$ cat src/design/core_bus_arbiter_pkg.sv
// shared constants and types for the core bus request arbiter
`default_nettype none
package core_bus_arbiter_pkg;
  localparam int          ADDR_W      = 32;
  localparam int          DATA_W      = 32;
  localparam int          LINE_LSB    = 4;
  localparam logic [2:0]  QUAD_WORDS  = 3'h4;
  localparam logic [2:0]  ONE_WORD    = 3'h1;
  localparam logic [31:0] WORD_BYTES  = 32'h4;
  localparam logic [1:0]  SZ_WORD     = 2'h3;
  localparam logic [1:0]  PW_32       = 2'h0;
  localparam logic [1:0]  PW_16       = 2'h1;
  localparam logic [1:0]  PW_8        = 2'h2;
  typedef enum logic [2:0] {
    ST_IDLE, ST_REFRESH, ST_READ, ST_WRITE, ST_DMA_WRITE
  } arb_state_type;
endpackage
`default_nettype wire

$ cat src/design/read_queue.sv
// small word queue used as the refill read buffer
`default_nettype none
module read_queue #(
  parameter int W     = 32,
  parameter int DEPTH = 4
) (
  input  wire logic         sys_clk_i,
  input  wire logic         nrst_i,
  input  wire logic         push_i,
  input  wire logic [W-1:0] push_data_i,
  input  wire logic         pop_i,
  output logic      [W-1:0] head_o,
  output logic              empty_o,
  output logic              full_o
);
  localparam int PW = $clog2(DEPTH);
  if (DEPTH < 2 || (DEPTH & (DEPTH - 1)) != 0) begin : g_chk
    $error("read_queue depth must be a power of two");
  end
  typedef struct packed {
    logic [DEPTH-1:0][W-1:0] mem;
    logic [PW-1:0]           wp;
    logic [PW-1:0]           rp;
    logic [PW:0]             cnt;
  } q_type;
  q_type q_reg;
  q_type q_next;
  logic do_push;
  logic do_pop;

  assign empty_o = q_reg.cnt == '0;
  assign full_o  = q_reg.cnt == (PW + 1)'(DEPTH);
  assign head_o  = q_reg.mem[q_reg.rp];
  assign do_push = push_i && !full_o;
  assign do_pop  = pop_i && !empty_o;

  always_comb begin
    q_next = q_reg;
    if (do_push) begin
      q_next.mem[q_reg.wp] = push_data_i;
      q_next.wp            = q_reg.wp + 1'b1;
    end
    if (do_pop) begin
      q_next.rp = q_reg.rp + 1'b1;
    end
    q_next.cnt = q_reg.cnt + (PW + 1)'(do_push) - (PW + 1)'(do_pop);
  end

  always_ff @(posedge sys_clk_i) begin
    if (!nrst_i) begin
      q_reg <= '0;
    end else begin
      q_reg <= q_next;
    end
  end
endmodule
`default_nettype wire

$ cat src/design/core_bus_request_arbiter.sv
// execution core request selection and bus interface service arbiter
// How it works
// - instruction miss reads four-word block
// - data miss: block or single per enable
// - uncacheable reads are single datum, sized
// - four-word read buffer queues refill data
// - back-to-back words accepted after any latency
// - every store enters write buffer singly
// - dma quad: read four, then write four
// - narrow memory: gather reads, split writes
// - core and cached dma reads never see stale buffered write data
// - data miss presented before instruction miss
// - full write buffer resolved before instruction miss
// - pending refresh goes first
// - running transaction always finishes uninterrupted
// - dma next; cached dma drains writes first
// - then imiss, writes, data or uncached reads
// - uncached fetch waits for empty write buffer
// - each cycle is run or stall
// - run cycle moves one instruction/data pair
// - streaming counts read buffer drain cycles
// - holds writes and two misses during dma
// - refill acknowledge with first word, three cycles before last of a back-to-back quad
`default_nettype none
module core_bus_request_arbiter #(
  parameter int WB_DEPTH = 4
) (
  input  wire logic                                      sys_clk_i,
  input  wire logic                                      nrst_i,
  input  wire logic                                      icache_miss_i,
  input  wire logic                                      icache_uncached_i,
  input  wire logic [core_bus_arbiter_pkg::ADDR_W-1:0]   icache_addr_i,
  input  wire logic                                      dcache_miss_i,
  input  wire logic                                      dcache_uncached_i,
  input  wire logic [1:0]                                dcache_size_i,
  input  wire logic [core_bus_arbiter_pkg::ADDR_W-1:0]   dcache_addr_i,
  input  wire logic                                      data_block_refill_enable_i,
  input  wire logic                                      store_valid_i,
  input  wire logic [1:0]                                store_size_i,
  input  wire logic [core_bus_arbiter_pkg::ADDR_W-1:0]   store_addr_i,
  input  wire logic [core_bus_arbiter_pkg::DATA_W-1:0]   store_data_i,
  input  wire logic                                      refresh_req_i,
  input  wire logic                                      refresh_done_i,
  input  wire logic                                      dma_req_i,
  input  wire logic                                      dma_quad_i,
  input  wire logic                                      dma_uses_cache_i,
  input  wire logic [core_bus_arbiter_pkg::ADDR_W-1:0]   dma_src_i,
  input  wire logic [core_bus_arbiter_pkg::ADDR_W-1:0]   dma_dst_i,
  input  wire logic [1:0]                                port_width_i,
  input  wire logic                                      acc_ack_i,
  input  wire logic [core_bus_arbiter_pkg::DATA_W-1:0]   acc_rdata_i,
  output logic                                           acc_req_o,
  output logic                                           acc_we_o,
  output logic      [core_bus_arbiter_pkg::ADDR_W-1:0]   acc_addr_o,
  output logic      [core_bus_arbiter_pkg::DATA_W-1:0]   acc_wdata_o,
  output logic                                           refresh_go_o,
  output logic                                           dma_done_o,
  output logic                                           core_refill_acknowledge_o,
  output logic                                           core_rvalid_o,
  output logic      [core_bus_arbiter_pkg::DATA_W-1:0]   core_rdata_o,
  output logic                                           stream_cycle_o,
  output logic                                           run_cycle_o
);
  import core_bus_arbiter_pkg::*;
  localparam int WBP = $clog2(WB_DEPTH);
  if (WB_DEPTH < 2 || (WB_DEPTH & (WB_DEPTH - 1)) != 0) begin : g_chk
    $error("write buffer depth must be a power of two");
  end

  typedef struct packed {
    arb_state_type                  st;
    logic                           i_pend;
    logic                           i_unc;
    logic [ADDR_W-1:0]              i_addr;
    logic                           d_pend;
    logic                           d_blk;
    logic [1:0]                     d_size;
    logic [ADDR_W-1:0]              d_addr;
    logic                           s_pend;
    logic [1:0]                     s_size;
    logic [ADDR_W-1:0]              s_addr;
    logic [DATA_W-1:0]              s_data;
    logic [WB_DEPTH-1:0][ADDR_W-1:0] wb_addr;
    logic [WB_DEPTH-1:0][DATA_W-1:0] wb_data;
    logic [WB_DEPTH-1:0][1:0]       wb_size;
    logic [WBP-1:0]                 wb_hd;
    logic [WBP-1:0]                 wb_tl;
    logic [WBP:0]                   wb_cnt;
    logic                           cur_inst;
    logic                           dst_dma;
    logic                           first;
    logic [2:0]                     words;
    logic [2:0]                     dma_words;
    logic [1:0]                     beat;
    logic [2:0]                     nbeats;
    logic [1:0]                     size;
    logic [ADDR_W-1:0]              base;
    logic [ADDR_W-1:0]              dst;
    logic [DATA_W-1:0]              word;
    logic                           acc_req;
    logic                           acc_we;
    logic [ADDR_W-1:0]              acc_addr;
    logic [DATA_W-1:0]              acc_wdata;
    logic                           refresh_go;
    logic                           dma_done;
    logic                           ack;
    logic                           rvalid;
    logic [DATA_W-1:0]              rdata;
    logic                           stream;
    logic                           run;
  } arb_regs_type;

  arb_regs_type r_reg;
  arb_regs_type r_next;
  logic              rb_push;
  logic              rb_pop;
  logic [DATA_W-1:0] rb_wdata;
  logic [DATA_W-1:0] rb_head;
  logic              rb_empty;

  ////////////////////////////////////////////////////////////////////////////////
  function automatic logic [2:0] beats_f(input logic [1:0] sz, input logic [1:0] pw);
    logic [2:0] b;
    b = 3'(sz) + 3'h1;
    unique case (pw)
      PW_32:   beats_f = 3'h1;
      PW_16:   beats_f = (b + 3'h1) >> 1;
      default: beats_f = b;
    endcase
  endfunction

  function automatic logic [4:0] shift_f(input logic [1:0] bt, input logic [1:0] pw);
    unique case (pw)
      PW_32:   shift_f = 5'h00;
      PW_16:   shift_f = {bt[0], 4'h0};
      default: shift_f = {bt, 3'h0};
    endcase
  endfunction

  function automatic logic [ADDR_W-1:0] step_f(input logic [1:0] pw);
    unique case (pw)
      PW_32:   step_f = WORD_BYTES;
      PW_16:   step_f = WORD_BYTES >> 1;
      default: step_f = WORD_BYTES >> 2;
    endcase
  endfunction

  // a read to a line still held in the write buffer must wait for the drain
  function automatic logic wb_hit_f(input arb_regs_type r, input logic [ADDR_W-1:0] a);
    logic [WBP-1:0] off;
    wb_hit_f = 1'b0;
    for (int k = 0; k < WB_DEPTH; k++) begin
      off = WBP'(k) - r.wb_hd;
      if ((WBP + 1)'(off) < r.wb_cnt && r.wb_addr[k][ADDR_W-1:LINE_LSB] == a[ADDR_W-1:LINE_LSB]) begin
        wb_hit_f = 1'b1;
      end
    end
  endfunction

  ////////////////////////////////////////////////////////////////////////////////
  read_queue #(.W(DATA_W), .DEPTH(int'(QUAD_WORDS))) u_rbuf (
    .sys_clk_i   (sys_clk_i),
    .nrst_i      (nrst_i),
    .push_i      (rb_push),
    .push_data_i (rb_wdata),
    .pop_i       (rb_pop),
    .head_o      (rb_head),
    .empty_o     (rb_empty),
    .full_o      ()
  );

  always_comb begin
    logic              wb_empty;
    logic              i_ok;
    logic              d_ok;
    logic              last;
    logic              core_pop;
    logic              st_have;
    logic [DATA_W-1:0] g;
    logic [1:0]        ssz;
    logic [ADDR_W-1:0] sad;
    logic [DATA_W-1:0] sdt;
    logic              wb_pop;
    logic              wb_push;
    wb_empty = r_reg.wb_cnt == '0;
    wb_pop   = 1'b0;
    wb_push  = 1'b0;
    r_next          = r_reg;
    r_next.ack      = 1'b0;
    r_next.dma_done = 1'b0;
    rb_push  = 1'b0;
    rb_wdata = '0;
    last     = (3'(r_reg.beat) + 3'h1) == r_reg.nbeats;
    g        = r_reg.word | (acc_rdata_i << shift_f(r_reg.beat, port_width_i));
    if (icache_miss_i && !r_reg.i_pend) begin
      r_next.i_pend = 1'b1;
      r_next.i_addr = icache_addr_i;
      r_next.i_unc  = icache_uncached_i;
    end
    if (dcache_miss_i && !r_reg.d_pend) begin
      r_next.d_pend = 1'b1;
      r_next.d_addr = dcache_addr_i;
      r_next.d_size = dcache_size_i;
      r_next.d_blk  = data_block_refill_enable_i && !dcache_uncached_i;
    end
    // the core offers one read at a time: data first, a stuck store blocks the fetch
    d_ok = r_reg.d_pend && wb_empty;
    i_ok = r_reg.i_pend && !r_reg.d_pend && !r_reg.s_pend &&
           !(r_reg.i_unc && !wb_empty) && !wb_hit_f(r_reg, r_reg.i_addr);
    unique case (r_reg.st)
      ST_IDLE: begin
        r_next.beat  = '0;
        r_next.word  = '0;
        r_next.first = 1'b1;
        if (refresh_req_i) begin
          r_next.st         = ST_REFRESH;
          r_next.refresh_go = 1'b1;
        end else if (dma_req_i && rb_empty && (!dma_uses_cache_i || wb_empty)) begin
          r_next.st        = ST_READ;
          r_next.dst_dma   = 1'b1;
          r_next.cur_inst  = 1'b0;
          r_next.dst       = dma_dst_i;
          r_next.words     = dma_quad_i ? QUAD_WORDS : ONE_WORD;
          r_next.dma_words = r_next.words;
          r_next.size      = SZ_WORD;
          r_next.base      = dma_src_i;
        end else if (i_ok && rb_empty) begin
          r_next.st       = ST_READ;
          r_next.dst_dma  = 1'b0;
          r_next.cur_inst = 1'b1;
          r_next.words    = r_reg.i_unc ? ONE_WORD : QUAD_WORDS;
          r_next.size     = SZ_WORD;
          r_next.base     = r_reg.i_unc ? r_reg.i_addr
                            : {r_reg.i_addr[ADDR_W-1:LINE_LSB], LINE_LSB'(0)};
        end else if (!wb_empty) begin
          r_next.st      = ST_WRITE;
          r_next.dst_dma = 1'b0;
        end else if (d_ok && rb_empty) begin
          r_next.st       = ST_READ;
          r_next.dst_dma  = 1'b0;
          r_next.cur_inst = 1'b0;
          r_next.words    = r_reg.d_blk ? QUAD_WORDS : ONE_WORD;
          r_next.size     = r_reg.d_blk ? SZ_WORD : r_reg.d_size;
          r_next.base     = r_reg.d_blk ? {r_reg.d_addr[ADDR_W-1:LINE_LSB], LINE_LSB'(0)}
                            : r_reg.d_addr;
        end
        if (r_next.st == ST_READ) begin
          r_next.nbeats   = beats_f(r_next.size, port_width_i);
          r_next.acc_req  = 1'b1;
          r_next.acc_we   = 1'b0;
          r_next.acc_addr = r_next.base;
        end
      end
      ST_REFRESH: begin
        if (refresh_done_i) begin
          r_next.st         = ST_IDLE;
          r_next.refresh_go = 1'b0;
        end
      end
      ST_READ: begin
        // each word waits for its own acknowledge, so wait states before or between words are fine
        if (acc_ack_i) begin
          r_next.word = g;
          if (last) begin
            rb_push       = 1'b1;
            rb_wdata      = g;
            r_next.word   = '0;
            r_next.beat   = '0;
            r_next.first  = 1'b0;
            // first word of a back-to-back quad lands three cycles before the last
            r_next.ack    = r_reg.first && !r_reg.dst_dma;
            r_next.base   = r_reg.base + WORD_BYTES;
            r_next.acc_addr = r_reg.base + WORD_BYTES;
            r_next.words  = r_reg.words - 3'h1;
            if (r_reg.words == ONE_WORD) begin
              r_next.acc_req = 1'b0;
              if (r_reg.dst_dma) begin
                r_next.st    = ST_DMA_WRITE;
                r_next.words = r_reg.dma_words;
              end else begin
                r_next.st     = ST_IDLE;
                // a miss taken on this same edge must survive the clear
                r_next.i_pend = r_next.i_pend && !r_reg.cur_inst;
                r_next.d_pend = r_next.d_pend && r_reg.cur_inst;
              end
            end
          end else begin
            r_next.beat     = r_reg.beat + 2'h1;
            r_next.acc_addr = r_reg.acc_addr + step_f(port_width_i);
          end
        end
      end
      ST_WRITE, ST_DMA_WRITE: begin
        if (!r_reg.acc_req) begin
          // one idle cycle per word lets the source queue present its next head
          if (r_reg.st == ST_DMA_WRITE) begin
            r_next.word = rb_head;
            r_next.base = r_reg.dst;
            r_next.size = SZ_WORD;
          end else begin
            r_next.word = r_reg.wb_data[r_reg.wb_hd];
            r_next.base = r_reg.wb_addr[r_reg.wb_hd];
            r_next.size = r_reg.wb_size[r_reg.wb_hd];
          end
          r_next.nbeats    = beats_f(r_next.size, port_width_i);
          r_next.beat      = '0;
          r_next.acc_req   = 1'b1;
          r_next.acc_we    = 1'b1;
          r_next.acc_addr  = r_next.base;
          r_next.acc_wdata = r_next.word;
        end else if (acc_ack_i) begin
          if (last) begin
            r_next.acc_req = 1'b0;
            r_next.acc_we  = 1'b0;
            if (r_reg.st == ST_DMA_WRITE) begin
              r_next.dst   = r_reg.dst + WORD_BYTES;
              r_next.words = r_reg.words - 3'h1;
              if (r_reg.words == ONE_WORD) begin
                r_next.st       = ST_IDLE;
                r_next.dma_done = 1'b1;
              end
            end else begin
              wb_pop    = 1'b1;
              r_next.st = ST_IDLE;
            end
          end else begin
            r_next.beat      = r_reg.beat + 2'h1;
            r_next.acc_addr  = r_reg.acc_addr + step_f(port_width_i);
            r_next.acc_wdata = r_reg.word >> shift_f(r_reg.beat + 2'h1, port_width_i);
          end
        end
      end
    endcase
    // stores are queued one datum each and wait in place while the buffer is full
    st_have = r_reg.s_pend || store_valid_i;
    ssz = r_reg.s_pend ? r_reg.s_size : store_size_i;
    sad = r_reg.s_pend ? r_reg.s_addr : store_addr_i;
    sdt = r_reg.s_pend ? r_reg.s_data : store_data_i;
    if (st_have && r_reg.wb_cnt < (WBP + 1)'(WB_DEPTH)) begin
      wb_push                      = 1'b1;
      r_next.wb_addr[r_reg.wb_tl]  = sad;
      r_next.wb_data[r_reg.wb_tl]  = sdt;
      r_next.wb_size[r_reg.wb_tl]  = ssz;
      r_next.wb_tl                 = r_reg.wb_tl + 1'b1;
      r_next.s_pend                = 1'b0;
    end else if (store_valid_i && !r_reg.s_pend) begin
      r_next.s_pend = 1'b1;
      r_next.s_size = store_size_i;
      r_next.s_addr = store_addr_i;
      r_next.s_data = store_data_i;
    end
    if (wb_pop) begin
      r_next.wb_hd = r_reg.wb_hd + 1'b1;
    end
    r_next.wb_cnt = r_reg.wb_cnt + (WBP + 1)'(wb_push) - (WBP + 1)'(wb_pop);
    core_pop = !rb_empty && !r_reg.dst_dma;
    rb_pop   = core_pop || (r_reg.st == ST_DMA_WRITE && r_reg.acc_req && acc_ack_i && last);
    r_next.rvalid = core_pop;
    r_next.rdata  = core_pop ? rb_head : r_reg.rdata;
    r_next.stream = core_pop;
    r_next.run    = core_pop || !(r_next.i_pend || r_next.d_pend || r_next.s_pend ||
                    (dma_req_i && dma_uses_cache_i));
  end

  always_ff @(posedge sys_clk_i) begin
    if (!nrst_i) begin
      r_reg <= '0;
    end else begin
      r_reg <= r_next;
    end
  end

  assign acc_req_o                 = r_reg.acc_req;
  assign acc_we_o                  = r_reg.acc_we;
  assign acc_addr_o                = r_reg.acc_addr;
  assign acc_wdata_o               = r_reg.acc_wdata;
  assign refresh_go_o              = r_reg.refresh_go;
  assign dma_done_o                = r_reg.dma_done;
  assign core_refill_acknowledge_o = r_reg.ack;
  assign core_rvalid_o             = r_reg.rvalid;
  assign core_rdata_o              = r_reg.rdata;
  assign stream_cycle_o            = r_reg.stream;
  assign run_cycle_o               = r_reg.run;

  ////////////////////////////////////////////////////////////////////////////////
  logic rd_start;
  assign rd_start = r_reg.st == ST_READ && r_reg.first && r_reg.beat == '0 && r_reg.word == '0;

  property p_imiss_quad;
    @(posedge sys_clk_i) disable iff (!nrst_i)
    (rd_start && $past(r_reg.st) == ST_IDLE && r_reg.cur_inst && !r_reg.i_unc)
      |-> r_reg.words == QUAD_WORDS;
  endproperty
  a_imiss_quad: assert property (p_imiss_quad) else $error("imiss not a quad read");

  property p_dmiss_size;
    @(posedge sys_clk_i) disable iff (!nrst_i)
    (rd_start && $past(r_reg.st) == ST_IDLE && !r_reg.cur_inst && !r_reg.dst_dma)
      |-> r_reg.words == (r_reg.d_blk ? QUAD_WORDS : ONE_WORD);
  endproperty
  a_dmiss_size: assert property (p_dmiss_size) else $error("dmiss read size wrong");

  property p_data_first;
    @(posedge sys_clk_i) disable iff (!nrst_i)
    (rd_start && $past(r_reg.st) == ST_IDLE && r_reg.cur_inst) |-> !$past(r_reg.d_pend);
  endproperty
  a_data_first: assert property (p_data_first) else $error("imiss served before dmiss");

  property p_refresh_first;
    @(posedge sys_clk_i) disable iff (!nrst_i)
    (r_reg.st == ST_IDLE && refresh_req_i) |=> r_reg.st == ST_REFRESH && refresh_go_o;
  endproperty
  a_refresh_first: assert property (p_refresh_first) else $error("refresh not taken");

  property p_no_preempt;
    @(posedge sys_clk_i) disable iff (!nrst_i)
    (r_reg.st == ST_READ && !acc_ack_i) |=> r_reg.st == ST_READ && $stable(acc_addr_o);
  endproperty
  a_no_preempt: assert property (p_no_preempt) else $error("read interrupted");

  property p_unc_fetch;
    @(posedge sys_clk_i) disable iff (!nrst_i)
    ($past(r_reg.st) == ST_IDLE && rd_start && r_reg.cur_inst && r_reg.i_unc)
      |-> $past(r_reg.wb_cnt) == '0;
  endproperty
  a_unc_fetch: assert property (p_unc_fetch) else $error("uncached fetch passed writes");

  property p_ack_stream;
    @(posedge sys_clk_i) disable iff (!nrst_i)
    core_refill_acknowledge_o |-> ##1 (core_rvalid_o && stream_cycle_o && run_cycle_o);
  endproperty
  a_ack_stream: assert property (p_ack_stream) else $error("no stream after acknowledge");

  property p_pend_hold;
    @(posedge sys_clk_i) disable iff (!nrst_i)
    // only read buffer drain counts as run while a fetch waits
    (r_reg.i_pend && r_reg.st != ST_READ)
      |=> r_reg.i_pend && $stable(r_reg.i_addr) && run_cycle_o == stream_cycle_o;
  endproperty
  a_pend_hold: assert property (p_pend_hold) else $error("pending fetch dropped");

  property p_cache_dma;
    @(posedge sys_clk_i) disable iff (!nrst_i)
    (dma_req_i && dma_uses_cache_i && rd_start && r_reg.dst_dma) |-> $past(r_reg.wb_cnt) == '0;
  endproperty
  a_cache_dma: assert property (p_cache_dma) else $error("cached dma before drain");

  c_quad: cover property (@(posedge sys_clk_i) disable iff (!nrst_i)
    core_refill_acknowledge_o ##1 stream_cycle_o [*4]);
  c_dma: cover property (@(posedge sys_clk_i) disable iff (!nrst_i) dma_done_o);
  c_refresh: cover property (@(posedge sys_clk_i) disable iff (!nrst_i) $rose(refresh_go_o));
  c_narrow: cover property (@(posedge sys_clk_i) disable iff (!nrst_i)
    acc_ack_i && acc_we_o && r_reg.nbeats > ONE_WORD);
endmodule
`default_nettype wire

$ cat config.mk
export PLATFORM = sky130hd
export DESIGN_NAME = core_bus_request_arbiter
export DESIGN_NICKNAME = d
export VERILOG_FILES = /design/src/design/core_bus_arbiter_pkg.sv /design/src/design/read_queue.sv /design/src/design/core_bus_request_arbiter.sv
export SDC_FILE = /design/constraint.sdc
export NUM_CORES = 2
export LEC_CHECK = 0
export BUFFER_PORTS_ARGS = -buffer_cell sky130_fd_sc_hd__buf_2
export CELL_PAD_IN_SITES_DETAIL_PLACEMENT = 0
export CELL_PAD_IN_SITES_GLOBAL_PLACEMENT = 1
export CORE_MARGIN = 2
export CORE_UTILIZATION = 40
export DETAILED_ROUTE_END_ITERATION = 7
export HOLD_SLACK_MARGIN = 0.05
export PLACE_DENSITY_LB_ADDON = 0.1
export SLEW_MARGIN = 20
export SYNTH_ARGS = -nofsm -noshare
export SYNTH_HDL_FRONTEND = slang
export SYNTH_HIERARCHICAL = 1
export SYNTH_SLANG_ARGS = --single-unit
$ cat constraint.sdc
create_clock -name sys_clk_i -period 6.4 [get_ports sys_clk_i]
set_clock_uncertainty 0.05 [all_clocks]
set_input_delay 1.28 -clock sys_clk_i [delete_from_list [all_inputs] [get_ports sys_clk_i]]
set_output_delay 1.28 -clock sys_clk_i [all_outputs]
set_load 0.01 [all_outputs]
==> impl_metrics.yaml <==
run_status:
  status: "completed"
critical_path:
  start_kind: "register"
  path_class: "register to register"
  crit_arrival_ns: 4.80
  crit_required_ns: 6.91
  crit_fanout: 37
  end_kind: "register"
synthesis:
  synth-edff-count: 0
  synthFlopType: "dfxtp_1"
  synth_area_um2: 38700
  ys_ff_latch: 760
  synth-warning-count: 6
  ys_types: 70
  syn_area_per_cell_um2: 8.36
  syn_nets: 4896
  async_flop_share: 0
  netlist_instances: 4623
  seq_area_frac_synth: 0.394
timing:
  slew_violations: 0
  rsz0062_at_grt: "no"
  final.setup.tns_ns: 0
  setup_viol: 0
  fin_crit_ns: 4.29
  fmaxAchievable_mhz: 233
  tightest_slew_ns: 1.10
  relSlewSlack: 0.259
  period_share: 0.670
  hold_viol: 0
placement:
  place.gp.congestion: 0.917
  dpl.cell_count: 5806
  dpl.hpwl_mm: 103
  portBuffers: 347
cts:
  clock_sinks: 760
  h-tree-depth: 3
  ctsResizeCount: 0
  clk_pin_slew_worst_paths_ns: 0.06
  cts_buffer_depth: 3
  ctsHoldBuffers: 0
  cts_tree: "done"
  post_cts_buffers: 0
  cts_made_buffers: 87
  root_buffer: "clkbuf_16"
  clock_latency_ns: 0.67
floorplan:
  num_io_pins: 348
  die_x_um: 315
  initial_core_util: 0.402
  die_h_um: 315
  die_area_um2: 99200
  std_cell_rows: 114
  core-area_um2: 96300
route:
  dr_wl_met3_mm: 11.4
  routed_wl_mm: 147
  m1WireLength_mm: 72.3
  initialDrtViolationCount: 3525
  drtPass1Iterations: 5
  post_drt_via_cell_ratio: 5.76
  top_layer_used: "met5"
  ant_nets: 0
  vias: 34300
  met2WireLength_mm: 59.3
  drc: 0
  wl_per_cell_um: 24.6
layout:
  largest_reg_flops: 522
  stdcell_count: 5964
  drive_above_1_share: 0.151
  syn_to_final_growth_pct: 11.4
  fin_util: 0.447
  layout.nets: 4893
global_routing:
  grt_max_degree: 200
  grt-ovfl-total: 0
  grt_usage: 0.286
  antenna_found_initial: 1
  grt_pass1_wl_mm: 214
  grt_pass1_vias: 31700
pwr:
  p_per_area_nw_per_um2: 399
  p_leak_nw: 15.8
  peakVddDrop_mv: 0.215
hold_path:
  hold_class: "register to register"
run:
  max-cap-violations: 0
placed cells by master (no fill, tap or decap), types with 24 or more instances in the layout:
cell type	instances
a211oi_1	294
a21oi_1	385
a22oi_1	36
buf_2	346
buf_4	54
clkbuf_16	90
dfxtp_1	755
ha_1	26
inv_1	29
mux2i_1	276
mux4_2	106
nand2_1	806
nand3_1	49
nand4_1	24
nor2_1	537
nor3_1	37
nor4_1	32
o21ai_0	200
o221ai_1	44
o22ai_1	29
xnor2_1	61
xor2_1	125
cell type report:
cell class | count | area [um2]
Fill cell | 9748 | 53200
Multi-Input combinational cell | 3335 | 21000
Sequential cell | 760 | 15200
Clock buffer | 131 | 2630
Timing Repair Buffer | 405 | 2240
Tap cell | 1276 | 1600
Clock inverter | 25 | 231
Inverter | 31 | 124
Antenna cell | 1 | 2.50
cell families after synthesis:
logic type      count (synthesis)  synth area share
mux                           382             0.133
compound gates               1115             0.181
buf+inv                       528            0.0660
xor+xnor                      186            0.0421
flops                         760             0.394
simple gates                 1623             0.174
fa+ha+maj                      29           0.00997
cell usage after synthesis (23+ instances only):
| library cell | number | area (um2) |
|---|---|---|
| xnor2_1 | 61 | 534 |
| a211oi_1 | 294 | 2210 |
| buf_1 | 23 | 86.3 |
| mux4_2 | 106 | 2390 |
| nor2_1 | 547 | 2050 |
| xor2_1 | 125 | 1090 |
| buf_4 | 101 | 758 |
| o21ai_0 | 200 | 1000 |
| nor3_1 | 38 | 190 |
| a21oi_1 | 385 | 1930 |
| clkbuf_1 | 305 | 1140 |
| buf_2 | 51 | 255 |
| o221ai_1 | 44 | 385 |
| nor4_1 | 33 | 206 |
| nand2_1 | 806 | 3030 |
| nand3_1 | 49 | 245 |
| a22oi_1 | 36 | 270 |
| inv_1 | 29 | 109 |
| mux2i_1 | 276 | 2760 |
| ha_1 | 26 | 325 |
| nand4_1 | 24 | 150 |
| dfxtp_1 | 760 | 15200 |
| o22ai_1 | 30 | 188 |
path summary, 6_finish.rpt:
kind	startpoint	to	slack, ns	cells past startpoint
max	r_reg[205]	u_rbuf/q_reg[2]	2.11	16
min	r_reg[490]	r_reg[490]	0.40	2
min reg2reg	r_reg[490]	r_reg[490]	0.40	2
max reg2reg	r_reg[205]	u_rbuf/q_reg[2]	2.11	16
where the power goes:
part,internal [mW],total (mW),switching [mW]
Sequential,5.45,6.30,0.844
Clock,2.95,5.05,2.10
Combinational,1.94,5.85,3.91
Total,10.3,17.2,6.86
critical path, cell delays in order (launching register included):
cell and delay (ns):
dfxtp_1 0.52, ha_1 0.34, xnor2_1 0.18, nand3_1 0.32
nor2_1 0.58, nand2_1 0.11, buf_4 0.29, inv_1 0.19
and2b_2 0.21, inv_1 0.05, ha_1 0.27, inv_1 0.04
ha_1 0.19, fa_1 0.40, xnor2_1 0.15, xnor2_1 0.13
and2_1 0.15
metal layers:
| layer | up-vias | GRT usage |
|---|---|---|
| li1 | 16200 | - |
| met1 | 16600 | 0.448 |
| met2 | 1399 | 0.394 |
| met3 | 189 | 0.0495 |
| met4 | 2 | 0.0789 |
| met5 | - | 0 |
through the flow:
stage | worst slack, ns | power [mW] | hold WS, ns | area [um2]
floorplan | 2.50 | 10.1 | 0.381 | 38700
global placement | 2.12 | 12.1 | 0.388 | 40200
detailed placement | 2.10 | 12.1 | 0.393 | 40200
CTS | 2.14 | 17.2 | 0.405 | 43000
global route | 1.80 | 18.1 | 0.416 | 43000
finish | 2.11 | 17.2 | 0.401 | 43000
(Power assumes the default switching activity.)
